File: src/common/idcr_pkg.sv
/*
 * constants, field layout and carrier structs of the idle domain configuration register block.
 * assumes a wishbone classic slave with 32-bit data on a 100 mhz synchronous clock.
 */
// What this block does
// - config register decoded at word index 0x0001, sixteen bits wide.
// - bits 15-10 read zero; bits 9-0 read/write, reset to zero.
// - both clock generator idle bits zero keeps clock generator running.
// - both clock generator idle bits one, with every required bit set, stops clock generator at idle.
// - clock generator idle without extended bit raises bus error at idle.
// - clock generator idle with any required bit clear raises bus error.
// - bit 8 idles the instruction fetch port at next idle.
// - bit 7 zero keeps dma/host port active after idle.
// - bit 7 one disables dma/host port after idle.
// - writes take effect only when the next idle instruction executes.
// - bit 6 idles the i/o space port at next idle.
// - bit 5 idles the external memory interface at next idle.
package idcr_pkg;

    // ****************************************************************
    // register map
    // ****************************************************************
    localparam logic [7:0]  CONFIG_INDEX  = 8'h01;            // printed offset, word index
    localparam logic [7:0]  ACTIVE_INDEX  = 8'h02;            // applied settings, read only
    localparam logic [7:0]  IRQ_STATUS_INDEX = 8'h10;
    localparam logic [7:0]  IRQ_MASK_INDEX   = 8'h11;
    localparam int          ADDR_W        = 10;               // byte address bits decoded
    localparam logic [9:0]  CONFIG_RESET  = 10'h000;
    localparam logic [1:0]  IRQ_RESET     = 2'h0;

    // field positions inside the config register
    localparam int CORE_BIT    = 0;
    localparam int MEMPORT_BIT = 1;
    localparam int CACHE_BIT   = 2;
    localparam int PERIPH_BIT  = 3;
    localparam int CLKGEN_BIT  = 4;
    localparam int EXTMEM_BIT  = 5;
    localparam int IOPORT_BIT  = 6;
    localparam int DMAPORT_BIT = 7;
    localparam int FETCH_BIT   = 8;
    localparam int CLKEXT_BIT  = 9;

    // bits that must accompany a clock generator idle: all but periph and clkgen itself
    localparam logic [9:0] CLKGEN_REQUIRED = 10'h3e7;

    // interrupt status bits
    localparam int IRQ_BUSERR_BIT = 0;                        // illegal clock generator idle
    localparam int IRQ_IDLE_BIT   = 1;                        // idle executed and applied

    typedef struct packed {
        logic        core_idle_request;
        logic        memory_port_idle_request;
        logic        instr_cache_idle_request;
        logic        io_block_domain_idle_request;
        logic        clkgen_stop;
        logic        ext_mem_iface_idle_request;
        logic        io_space_port_idle_request;
        logic        dma_host_port_idle_request;
        logic        fetch_port_idle_request;
    } idcr_domains_s;

    typedef struct packed {
        logic        cyc;
        logic        stb;
        logic        we;
        logic [3:0]  sel;
        logic [ADDR_W-1:0] adr;
        logic [31:0] dat;
    } idcr_wb_req_s;

endpackage

File: src/hdl/idcr_check.sv
/*
 * combinational legality check of an idle request set against the clock generator rules.
 * assumes the stored config value arrives from a register on the same clock.
 */
`timescale 1ns/1ps
module idcr_check (
    input  wire logic [9:0]          cfg_i,
    output wire idcr_pkg::idcr_domains_s dom_o,
    output wire logic                illegal_o
);

    logic clk_req;
    logic clk_ext;

    assign clk_req = cfg_i[idcr_pkg::CLKGEN_BIT];
    assign clk_ext = cfg_i[idcr_pkg::CLKEXT_BIT];

    // illegal clock idle
    // a clock idle without every companion bit would strand a domain on a dead clock
    assign illegal_o = clk_req
        && ((cfg_i & idcr_pkg::CLKGEN_REQUIRED) != idcr_pkg::CLKGEN_REQUIRED);

    assign dom_o.clkgen_stop                  = clk_req && clk_ext && !illegal_o;
    assign dom_o.core_idle_request            = cfg_i[idcr_pkg::CORE_BIT];
    assign dom_o.memory_port_idle_request     = cfg_i[idcr_pkg::MEMPORT_BIT];
    assign dom_o.instr_cache_idle_request     = cfg_i[idcr_pkg::CACHE_BIT];
    assign dom_o.io_block_domain_idle_request = cfg_i[idcr_pkg::PERIPH_BIT];
    assign dom_o.ext_mem_iface_idle_request   = cfg_i[idcr_pkg::EXTMEM_BIT];
    assign dom_o.io_space_port_idle_request   = cfg_i[idcr_pkg::IOPORT_BIT];
    assign dom_o.dma_host_port_idle_request   = cfg_i[idcr_pkg::DMAPORT_BIT];
    assign dom_o.fetch_port_idle_request      = cfg_i[idcr_pkg::FETCH_BIT];

endmodule

File: src/hdl/idcr_top.sv
/*
 * idle domain configuration register: wishbone slave, idle application and bus error interrupt.
 * assumes idle_exec_i is a one-cycle pulse from core logic on clk_i, and a synchronous reset.
 */
`timescale 1ns/1ps
module idcr_top (
    input  wire logic                    clk_i,
    input  wire logic                    rst_i,
    input  wire logic                    wb_cyc_i,
    input  wire logic                    wb_stb_i,
    input  wire logic                    wb_we_i,
    input  wire logic [3:0]              wb_sel_i,
    input  wire logic [9:0]              wb_adr_i,
    input  wire logic [31:0]             wb_dat_i,
    output logic [31:0]                  wb_dat_o,
    output logic                         wb_ack_o,
    input  wire logic                    idle_exec_i,
    output idcr_pkg::idcr_domains_s      domains_o,
    output logic                         bus_error_o,
    output logic                         irq_o
);

    // ****************************************************************
    // state
    // ****************************************************************
    typedef struct packed {
        logic [9:0]              cfg;
        idcr_pkg::idcr_domains_s active;
        logic                    buserr_pulse;
        logic [1:0]              irq_status;
        logic [1:0]              irq_mask;
        logic                    ack;
        logic [31:0]             rdata;
    } idcr_state_s;

    idcr_state_s             st_reg;
    idcr_state_s             st_next;
    idcr_pkg::idcr_domains_s chk_dom;
    logic                    chk_illegal;
    logic                    access;
    logic [7:0]              index;
    logic                    addr_aligned;
    logic                    irq_status_err;
    logic                    status_clear0;

    // legality check runs on the stored value, not on bus data in flight
    idcr_check u_check (
        .cfg_i     (st_reg.cfg),
        .dom_o     (chk_dom),
        .illegal_o (chk_illegal)
    );

    // ****************************************************************
    // bus decode
    // ****************************************************************
    // the ack register doubles as the guard that drops ack one cycle after it rose
    assign access       = wb_cyc_i && wb_stb_i && !st_reg.ack;
    assign index        = wb_adr_i[9:2];
    assign addr_aligned = (wb_adr_i[1:0] == 2'h0);

    // helper views for the checks below
    assign irq_status_err = st_reg.irq_status[idcr_pkg::IRQ_BUSERR_BIT];
    assign status_clear0  = access && wb_we_i && addr_aligned && wb_sel_i[0] && wb_dat_i[0]
                            && (index == idcr_pkg::IRQ_STATUS_INDEX);

    // ****************************************************************
    // next state
    // ****************************************************************
    always_comb begin
        st_next              = st_reg;
        st_next.ack          = access;
        st_next.buserr_pulse = 1'b0;
        st_next.rdata        = 32'h0000_0000;

        // register writes: low lanes only carry the sixteen bit register
        if (access && wb_we_i && addr_aligned) begin
            case (index)
                idcr_pkg::CONFIG_INDEX: begin
                    if (wb_sel_i[0]) begin
                        st_next.cfg[7:0] = wb_dat_i[7:0];
                    end
                    if (wb_sel_i[1]) begin
                        st_next.cfg[9:8] = wb_dat_i[9:8];
                    end
                end
                idcr_pkg::IRQ_MASK_INDEX: begin
                    if (wb_sel_i[0]) begin
                        st_next.irq_mask = wb_dat_i[1:0];
                    end
                end
                idcr_pkg::IRQ_STATUS_INDEX: begin
                    if (wb_sel_i[0]) begin
                        st_next.irq_status = st_reg.irq_status & ~wb_dat_i[1:0];
                    end
                end
                default: begin
                end
            endcase
        end

        // register reads; unmapped words read as zero and still acknowledge
        if (access && !wb_we_i && addr_aligned) begin
            case (index)
                idcr_pkg::CONFIG_INDEX:     st_next.rdata = {22'h000000, st_reg.cfg};
                idcr_pkg::ACTIVE_INDEX:     st_next.rdata = {23'h000000, st_reg.active};
                idcr_pkg::IRQ_STATUS_INDEX: st_next.rdata = {30'h00000000, st_reg.irq_status};
                idcr_pkg::IRQ_MASK_INDEX:   st_next.rdata = {30'h00000000, st_reg.irq_mask};
                default:                    st_next.rdata = 32'h0000_0000;
            endcase
        end

        if (idle_exec_i) begin
            st_next.active       = chk_dom;
            st_next.buserr_pulse = chk_illegal;
            // set wins over a same-cycle software clear
            st_next.irq_status[idcr_pkg::IRQ_IDLE_BIT] = 1'b1;
            if (chk_illegal) begin
                st_next.irq_status[idcr_pkg::IRQ_BUSERR_BIT] = 1'b1;
            end
        end
    end

    // ****************************************************************
    // registers
    // ****************************************************************
    // single register stage; reset clears every control bit
    always_ff @(posedge clk_i) begin
        if (rst_i) begin
            st_reg            <= '0;
            st_reg.cfg        <= idcr_pkg::CONFIG_RESET;
            st_reg.irq_status <= idcr_pkg::IRQ_RESET;
            st_reg.irq_mask   <= idcr_pkg::IRQ_RESET;
        end else begin
            st_reg <= st_next;
        end
    end

    // ****************************************************************
    // outputs
    // ****************************************************************
    assign wb_ack_o    = st_reg.ack;
    assign wb_dat_o    = st_reg.rdata;
    assign domains_o   = st_reg.active;
    assign bus_error_o = st_reg.buserr_pulse;
    assign irq_o       = |(st_reg.irq_status & st_reg.irq_mask);

    // ****************************************************************
    // checks
    // ****************************************************************
    // readback of config
    a_cfg_readback: assert property (@(posedge clk_i) disable iff (rst_i)
        (wb_cyc_i && wb_stb_i && !wb_we_i && !wb_ack_o && wb_adr_i == 10'h004)
        |=> (wb_ack_o && wb_dat_o == {22'h000000, $past(st_reg.cfg)}))
        else $error("config readback wrong");
    a_reserved_zero: assert property (@(posedge clk_i) disable iff (rst_i)
        (wb_ack_o && $past(wb_adr_i) == 10'h004) |-> (wb_dat_o[31:10] == 22'h000000))
        else $error("reserved bits not zero");
    a_clk_stop: assert property (@(posedge clk_i) disable iff (rst_i)
        (idle_exec_i && st_reg.cfg == 10'h3ff) |=> domains_o.clkgen_stop)
        else $error("clock generator not stopped");
    a_clk_runs: assert property (@(posedge clk_i) disable iff (rst_i)
        (idle_exec_i && !st_reg.cfg[4] && !st_reg.cfg[9]) |=> !domains_o.clkgen_stop && !bus_error_o)
        else $error("clock generator stopped wrongly");
    a_ext_missing: assert property (@(posedge clk_i) disable iff (rst_i)
        (idle_exec_i && st_reg.cfg[4] && !st_reg.cfg[9]) |=> bus_error_o ##1 !bus_error_o)
        else $error("no bus error for missing extended bit");
    a_companion: assert property (@(posedge clk_i) disable iff (rst_i)
        (idle_exec_i && st_reg.cfg[4] && !st_reg.cfg[8]) |=> bus_error_o && irq_status_err)
        else $error("no bus error for missing companion bit");
    a_write_defers: assert property (@(posedge clk_i) disable iff (rst_i)
        (!idle_exec_i) |=> $stable(domains_o))
        else $error("domains changed without idle");
    a_dma_port: assert property (@(posedge clk_i) disable iff (rst_i)
        idle_exec_i |=> (domains_o.dma_host_port_idle_request == $past(st_reg.cfg[7])))
        else $error("dma port request not applied");

    // ****************************************************************
    // bus handshake checks
    // ****************************************************************
    // answer comes one cycle after the request is taken
    a_ack_answer: assert property (@(posedge clk_i) disable iff (rst_i)
        (wb_cyc_i && wb_stb_i && !wb_ack_o) |=> wb_ack_o)
        else $error("request not acknowledged");

    // ack is a one-cycle pulse even with strobe held
    a_ack_pulse: assert property (@(posedge clk_i) disable iff (rst_i)
        wb_ack_o |=> !wb_ack_o)
        else $error("ack held too long");

    // read data idles at zero so a late sample shows nothing stale
    a_dat_idle: assert property (@(posedge clk_i) disable iff (rst_i)
        !wb_ack_o |-> (wb_dat_o == 32'h0000_0000))
        else $error("read data not zero outside ack");

    // misaligned reads answer zero
    a_misaligned: assert property (@(posedge clk_i) disable iff (rst_i)
        (wb_ack_o && $past(wb_adr_i[1:0]) != 2'h0) |-> (wb_dat_o == 32'h0000_0000))
        else $error("misaligned read not zero");

    // full write lands in the writable field only
    a_cfg_write: assert property (@(posedge clk_i) disable iff (rst_i)
        (access && wb_we_i && addr_aligned && index == idcr_pkg::CONFIG_INDEX && wb_sel_i[1:0] == 2'h3)
        |=> (st_reg.cfg == $past(wb_dat_i[9:0])))
        else $error("config write wrong");

    // config moves only on a bus write
    a_cfg_hold: assert property (@(posedge clk_i) disable iff (rst_i)
        !(access && wb_we_i) |=> $stable(st_reg.cfg))
        else $error("config changed without write");

    // reset returns every output to zero
    a_reset_clears: assert property (@(posedge clk_i)
        rst_i |=> (!wb_ack_o && domains_o == '0 && !bus_error_o && !irq_o && st_reg.cfg == 10'h000))
        else $error("reset did not clear");

    // ****************************************************************
    // idle application checks
    // ****************************************************************
    // fetch port request applied at idle
    a_fetch_port: assert property (@(posedge clk_i) disable iff (rst_i)
        idle_exec_i |=> (domains_o.fetch_port_idle_request == $past(st_reg.cfg[8])))
        else $error("fetch port request not applied");

    // dma host port stays active when its bit is clear
    a_dma_keep: assert property (@(posedge clk_i) disable iff (rst_i)
        (idle_exec_i && !st_reg.cfg[7]) |=> !domains_o.dma_host_port_idle_request)
        else $error("dma port idled wrongly");

    // i/o space port request applied at idle
    a_io_port: assert property (@(posedge clk_i) disable iff (rst_i)
        idle_exec_i |=> (domains_o.io_space_port_idle_request == $past(st_reg.cfg[6])))
        else $error("io space port request not applied");

    // external memory request applied at idle
    a_ext_mem: assert property (@(posedge clk_i) disable iff (rst_i)
        idle_exec_i |=> (domains_o.ext_mem_iface_idle_request == $past(st_reg.cfg[5])))
        else $error("external memory request not applied");

    // low domain requests applied at idle
    a_core_req: assert property (@(posedge clk_i) disable iff (rst_i)
        idle_exec_i |=> (domains_o.core_idle_request == $past(st_reg.cfg[0])))
        else $error("core request not applied");

    a_memport_req: assert property (@(posedge clk_i) disable iff (rst_i)
        idle_exec_i |=> (domains_o.memory_port_idle_request == $past(st_reg.cfg[1])))
        else $error("memory port request not applied");

    a_cache_req: assert property (@(posedge clk_i) disable iff (rst_i)
        idle_exec_i |=> (domains_o.instr_cache_idle_request == $past(st_reg.cfg[2])))
        else $error("cache request not applied");

    a_periph_req: assert property (@(posedge clk_i) disable iff (rst_i)
        idle_exec_i |=> (domains_o.io_block_domain_idle_request == $past(st_reg.cfg[3])))
        else $error("peripheral request not applied");

    // without the extended bit the clock generator never stops
    a_ext_required: assert property (@(posedge clk_i) disable iff (rst_i)
        (idle_exec_i && !st_reg.cfg[9]) |=> !domains_o.clkgen_stop)
        else $error("clock generator stopped without extended bit");

    // an illegal set never stops the clock generator
    a_illegal_runs: assert property (@(posedge clk_i) disable iff (rst_i)
        (idle_exec_i && chk_illegal) |=> !domains_o.clkgen_stop)
        else $error("clock generator stopped on illegal set");

    // bus error only follows an illegal idle
    a_buserr_cause: assert property (@(posedge clk_i) disable iff (rst_i)
        bus_error_o |-> ($past(idle_exec_i) && $past(chk_illegal)))
        else $error("bus error without illegal idle");

    // ****************************************************************
    // interrupt checks
    // ****************************************************************
    // a bus error always lands in the status register
    a_irq_buserr: assert property (@(posedge clk_i) disable iff (rst_i)
        bus_error_o |-> irq_status_err)
        else $error("bus error not recorded");

    // status stays set until software writes a one to it
    a_status_sticky: assert property (@(posedge clk_i) disable iff (rst_i)
        (irq_status_err && !status_clear0) |=> irq_status_err)
        else $error("bus error status lost");

    // the idle status bit rises only on an idle instruction
    a_idle_status: assert property (@(posedge clk_i) disable iff (rst_i)
        $rose(st_reg.irq_status[idcr_pkg::IRQ_IDLE_BIT]) |-> $past(idle_exec_i))
        else $error("idle status set without idle");

    // every idle marks the idle status bit
    a_idle_marks: assert property (@(posedge clk_i) disable iff (rst_i)
        idle_exec_i |=> st_reg.irq_status[idcr_pkg::IRQ_IDLE_BIT])
        else $error("idle status not set");

    // a fully masked block stays quiet
    a_mask_quiet: assert property (@(posedge clk_i) disable iff (rst_i)
        (st_reg.irq_mask == 2'h0) |-> !irq_o)
        else $error("irq while fully masked");

endmodule
File: config.mk
export PLATFORM = sky130hd
export DESIGN_NAME = idcr_top
export DESIGN_NICKNAME = d
export VERILOG_FILES = /design/src/common/idcr_pkg.sv /design/src/hdl/idcr_check.sv /design/src/hdl/idcr_top.sv
export SDC_FILE = /design/constraint.sdc
export NUM_CORES = 1
export LEC_CHECK = 0
export ABC_AREA = 1
export BUFFER_PORTS_ARGS = -buffer_cell sky130_fd_sc_hd__buf_4
export CELL_PAD_IN_SITES_DETAIL_PLACEMENT = 0
export CELL_PAD_IN_SITES_GLOBAL_PLACEMENT = 2
export CORE_UTILIZATION = 23
export CTS_BUF_LIST = sky130_fd_sc_hd__clkbuf_8 sky130_fd_sc_hd__clkbuf_16
export DETAILED_ROUTE_END_ITERATION = 7
export PLACE_DENSITY_LB_ADDON = 0.3
export RECOVER_POWER = 25
export SYNTH_ARGS = -nofsm -noshare
export SYNTH_HDL_FRONTEND = slang
export SYNTH_SLANG_ARGS = --single-unit
File: constraint.sdc
create_clock -name clk_i -period 1.3 [get_ports clk_i]
set_input_delay 0.065 -clock clk_i [delete_from_list [all_inputs] [get_ports clk_i]]
set_output_delay 0.065 -clock clk_i [all_outputs]
set_load 0.01 [all_outputs]
Yosys cells after proc, flatten, opt, wreduce, memory -nomap -nowiden

Index checks and enable logic that the tools add are counted.

Word-level logic and storage cells: 58
Register bits: 57

Reductions and logical operators: 23
Equality and inequality tests: 5
Bitwise operators: 5
Multiplexer cells: 8

Operators by type and width:

| kind               | count |
|---|---|
| $pmux 10 s4        | 1 |
| $eq 8x5->1 const B | 2 |
| $reduce_and 3->1   | 4 |
| $mux 2             | 5 |
| $logic_and 1x1->1  | 9 |
| $eq 8x1->1 const B | 1 |
| $eq 8x2->1 const B | 1 |
| $ne 8x8->1 const B | 1 |
| $reduce_bool 2->1  | 3 |
| $reduce_or 2->1    | 3 |
| $and 2x2->2        | 2 |
| $mux 4             | 1 |
| $logic_not 1->1    | 3 |
| $logic_not 2->1    | 1 |
| $not 1->1          | 2 |
| $not 2->2          | 1 |
| $mux 1             | 1 |

Logic depth before layout (Yosys ltp)

Depth after elaboration: 7
Depth in mapped cells: 9

Hierarchy

From an unflattened synthesis, not the netlist that was laid out.

Cells, all modules: 302
Area total of the unflattened synthesis: 2042.0 um2

Modules (own cells, without submodules):

| module     | cells each | area an instance (um2) | seq. area each (um2) | instances |
|---|---|---|---|---|
| idcr_top   | 283        | 1931.9                 | 700.7                | 1 |
| idcr_check | 19         | 110.1                  | 0.0                  | 1 |

Worst setup path after synthesis

Ideal clock, no wire load.

Path type: reg-to-reg
Start: register st_reg (netlist bit wb_ack_o)
End: register st_reg[36] in the netlist's numbering
Required time: 1.188 ns
Data arrival time: 1.065 ns
Period minus slack after synthesis: 1.177 ns
Path buffers: 1
Path slack: 0.123 ns
Cell stages (with the launch flop): 8
Path through: dfxtp_1 > inv_1 > nand3_1 > nor2_2 > buf_2 > nand4_1 > nand2_1 > nand2_1

Cells in the longest elaborated chain, start to end: 6

RTL lines:

| element                        | line            | source |
|---|---|---|
| from (decl)                    | idcr_top.sv:36  | `idcr_state_s st_reg;` |
| from (signal assigned)         | idcr_top.sv:134 | `st_reg <= st_next;` |
| $logic_not 1->1                | idcr_top.sv:57  | `assign access = wb_cyc_i && wb_stb_i && !st_reg.ack;` |
| $logic_and 1x1->1              | idcr_top.sv:57  |  |
| $logic_and 1x1->1 (2 in a row) | idcr_top.sv:76  | `if (access && wb_we_i && addr_aligned) begin` |
| $reduce_bool 2->1 (no line)    | --              |  |
| $reduce_and 3->1 (no line)     | --              |  |

Every way passes these cells.
A chain may end at the register's enable or synchronous reset.

Final worst setup path

Start: register st_reg (netlist bit wb_ack_o)
End: register st_reg (netlist bit wb_dat_o[1])

Cells in the longest elaborated chain, start to end: 6

RTL lines:

| element                        | line            | source |
|---|---|---|
| $logic_not 1->1                | idcr_top.sv:57  |  |
| $logic_and 1x1->1              | idcr_top.sv:57  |  |
| $logic_and 1x1->1 (2 in a row) | idcr_top.sv:102 | `if (access && !wb_we_i && addr_aligned) begin` |
| $not 1->1 (no line)            | --              |  |
| $reduce_or 2->1 (no line)      | --              |  |

Every way passes these cells.

==> results.toml <==
[drt]
post_route_drc = 0
route.detailed.wl_per_inst_um = 10.70
detailedRoute.firstIterationViolations = 46
routed_vias = 1686
route.final.wire_length_mm = 4.728
post_drt_via_cell_ratio = 3.814
drtPass1Iterations = 4
antenna_left = 0

[synth]
synth.ff_latch_count = 35
post_synth_and_or_nand_nor_area_fraction_pct = 37.74
yosys-mux-area-fraction_pct = 0
synth_largest_area_cell = "sky130_fd_sc_hd__dfxtp_1"
ys_seq_area_share_pct = 35.11
syn-mean-instance-area_um2 = 6.742
synth.yosys.warnings = 0
synth_top_family_by_area = "simple AND/OR/NAND/NOR gates"
ys_top_cells_by_area = "sky130_fd_sc_hd__dfxtp_1 35%, sky130_fd_sc_hd__buf_4 15%, sky130_fd_sc_hd__nor2_1 11%"
synth_area_mm2 = 0.001996
synth_cell_type_count = 20
yosys.area_share.adder_pct = 0
synth_xor_xnor_area_share_pct = 0
synth.top_cell.area_share_pct = 35.11
synth-compound-area-share_pct = 2.947
syn_inst = 296

[floorplan]
top_level_ports = 96
width_of_the_chip_um = 95.15
standard_cell_row_count = 33
die_area_mm2 = 0.009054
die_height_um = 95.15
floorplan.initialDensity_pct = 24.05
coreArea_mm2 = 0.008299

[clock_network]
clk_pin_slew_ns = 0.08
clock_tree.htree_level_count = 2
num_clock_sinks = 35
number_of_buffers_inserted_during_clock_tree_synthesis = 5
tritoncts_clock_tree = "yes"
cts.root.buffer_cell = "sky130_fd_sc_hd__clkbuf_8"
clk-insertion-delay-late_ns = 0.29
cts_buffer_depth = 2

[finish]
largest_reg_flops = 13
n_antenna_cell = 0
instances_no_fill = 442
fin_nets = 388
drive_above_1_share_pct = 27.89
syn2layout_area_growth_pct = 22.63
postLayoutCoreUtil_pct = 29.49

[timing]
setup_ws_ns = 0.1039
fin_skew_ns = 0.01367
fin_crit_sh_pct = 92.00
setup-violations-final = 0
min_period_ns = 1.196
maxSlewViolCount = 0
timing.fmax_mhz = 836.1
timing_hold_violations_final = 0

[worst_setup_path]
critical_path_at_ns = 1.42
rr_worst_depth = 7
path_cells = "inv_2 > nand3_4 > nor2_4 > nand3_2 > nor2_4 > nand2_4 > nor2_4"
critical_path.startpoint_type = "register"
crit_fanout = 5
r2r_start = "wb_ack_o"
worst_ep_required_time_ns = 1.53
critPathMaxStageDelay_ns = 0.33
crit_path_end_kind = "register"
crit_slowest_cell = "sky130_fd_sc_hd__dfxtp_2"
timing.setup.critical_path_class = "reg -> reg"
crit_path_frequent_cell = "sky130_fd_sc_hd__nor2_4"
rr_endpoint = "wb_dat_o[1]"
reg2reg_setup_slack_ns = 0.10

[power_and_ir_drop]
leakage_nw = 1.187
peakVddDrop_mv = 0.2757
post-layout-total-power_mw = 2.109
power_density_mw_per_mm2 = 861.6

[worst_hold_path]
worst_hold_path.endpoint = "wb_dat_o[9]"
worst_hold_startpoint = "wb_we_i"
worst_hold_path.num_cells = 4
worst_hold_path_type = "in -> reg"

[outcome]
run_status = "finished clean"

[global_routing]
maximum_number_of_pins_on_one_net_before_global_route_repair = 23
grt_pass1_vias = 1563
antenna_found_initial = 0
grt_first_pass_wirelength_mm = 7.293
grt_use_total_pct = 10.72
grt-ovfl-total = 0

[placed_design]
port-buffer-count = 49
gp_congestion = 0.6933
dp_cells = 431
dp_worst_setup_slack_ns = 0.05503
dpl.hpwl_mm = 3.521

[job]
maxCapViolCount = 0
## worst max path at each step
| stage | startpoint | endpoint | cells past startpoint |
|---|---|---|---|
| global route | wb_ack_o | wb_dat_o[1] | 7 |
| floorplan | wb_ack_o | st_reg[36] | 7 |
| CTS | wb_ack_o | st_reg[50] | 7 |
| finish | wb_ack_o | wb_dat_o[1] | 7 |
| global placement | wb_adr_i[5] | st_reg[48] | 8 |
| detailed placement | wb_adr_i[5] | st_reg[50] | 8 |
## through the flow
step	hold slack [ns]	setup TNS, ns	cell area [um^2]
after floorplan	0.1491	0	2074
after global placement	0.2908	0	2286
after detailed placement	0.2937	0	2286
after CTS	0.02480	0	2377
after global routing	0.05857	-0.0002555	2447
final	0.04380	0	2447
## Yosys cell counts
master                     count
sky130_fd_sc_hd__inv_1        34
sky130_fd_sc_hd__nand4_1      14
sky130_fd_sc_hd__buf_6         1
sky130_fd_sc_hd__nand2_4       2
sky130_fd_sc_hd__nand2_2       2
sky130_fd_sc_hd__o21ai_1       1
sky130_fd_sc_hd__o21ai_0       9
sky130_fd_sc_hd__buf_1         1
sky130_fd_sc_hd__buf_2         2
sky130_fd_sc_hd__inv_2         3
sky130_fd_sc_hd__dfxtp_1      35
sky130_fd_sc_hd__a22o_1        1
sky130_fd_sc_hd__nand2_1      57
sky130_fd_sc_hd__conb_1        1
sky130_fd_sc_hd__nor2_2       13
sky130_fd_sc_hd__nor2_1       60
sky130_fd_sc_hd__nor2_4        4
sky130_fd_sc_hd__nand3_1      13
sky130_fd_sc_hd__buf_4        41
sky130_fd_sc_hd__clkbuf_1      2
## where the power goes
part	leakage [nW]	switching (mW)	total, mW	internal, mW
clock	0.0505	0.399	0.760	0.361
sequential	0.284	0.0127	1.10	1.09
combinational	0.852	0.143	0.248	0.106
## placed cells by master (no fill, tap or decap), types with 2 or more instances in the layout
cell and instances:
sky130_fd_sc_hd__inv_1 35, sky130_fd_sc_hd__nor2_1 58, sky130_fd_sc_hd__buf_4 56, sky130_fd_sc_hd__clkbuf_8 5, sky130_fd_sc_hd__dfxtp_1 34, sky130_fd_sc_hd__nand2_1 57
sky130_fd_sc_hd__nand3_1 11, sky130_fd_sc_hd__conb_1 22, sky130_fd_sc_hd__nand2_2 2, sky130_fd_sc_hd__nor2_2 12, sky130_fd_sc_hd__nand2_4 3, sky130_fd_sc_hd__inv_2 4
sky130_fd_sc_hd__o21ai_0 9, sky130_fd_sc_hd__nand4_1 14, sky130_fd_sc_hd__nor2_4 7
## logic make-up (layout without fill, tap and decap cells)
logic type	after synthesis	after routing
buffers and inverters	84	103
other	1	22
AO/OA/AOI/OAI	11	11
flip-flops	35	35
AND/OR/NAND/NOR	165	166
## layer usage
metal | global-route usage (%) | part of all wire [%] | vias to the layer above
li1 | - | - | 924
met1 | 14.07 | 50 | 707
met2 | 16.43 | 42 | 49
met3 | 3.110 | 5.7 | 6
met4 | 4.167 | 1.6 | 0
met5 | 0 | 0 | -
## critical path, delay by kind of cell (launching register included)
| family | cells | cell delay [ns] |
|---|---|---|
| buffers and inverters | 1 | 0.06 |
| DFF | 1 | 0.33 |
| and+or+nand+nor | 6 | 0.73 |
## layout make-up
type,instances,area [um^2]
clock buffers,5,68.82
clock inverters,3,12.51
fillers,926,5852
inverters,37,138.9
multi-input cells,199,943.4
flip-flops and latches,35,701.9
well taps,105,131.4
repair buffers,58,450.4
## repair_timing
action | CTS | global route
hold buffers | 1 | 0
setup endpoints to repair | 0 | 10
endpoints found under the hold margin | 1 | 0
resized for setup | 0 | 11
buffers inserted | 0 | 1
(Power assumes the default switching activity.)
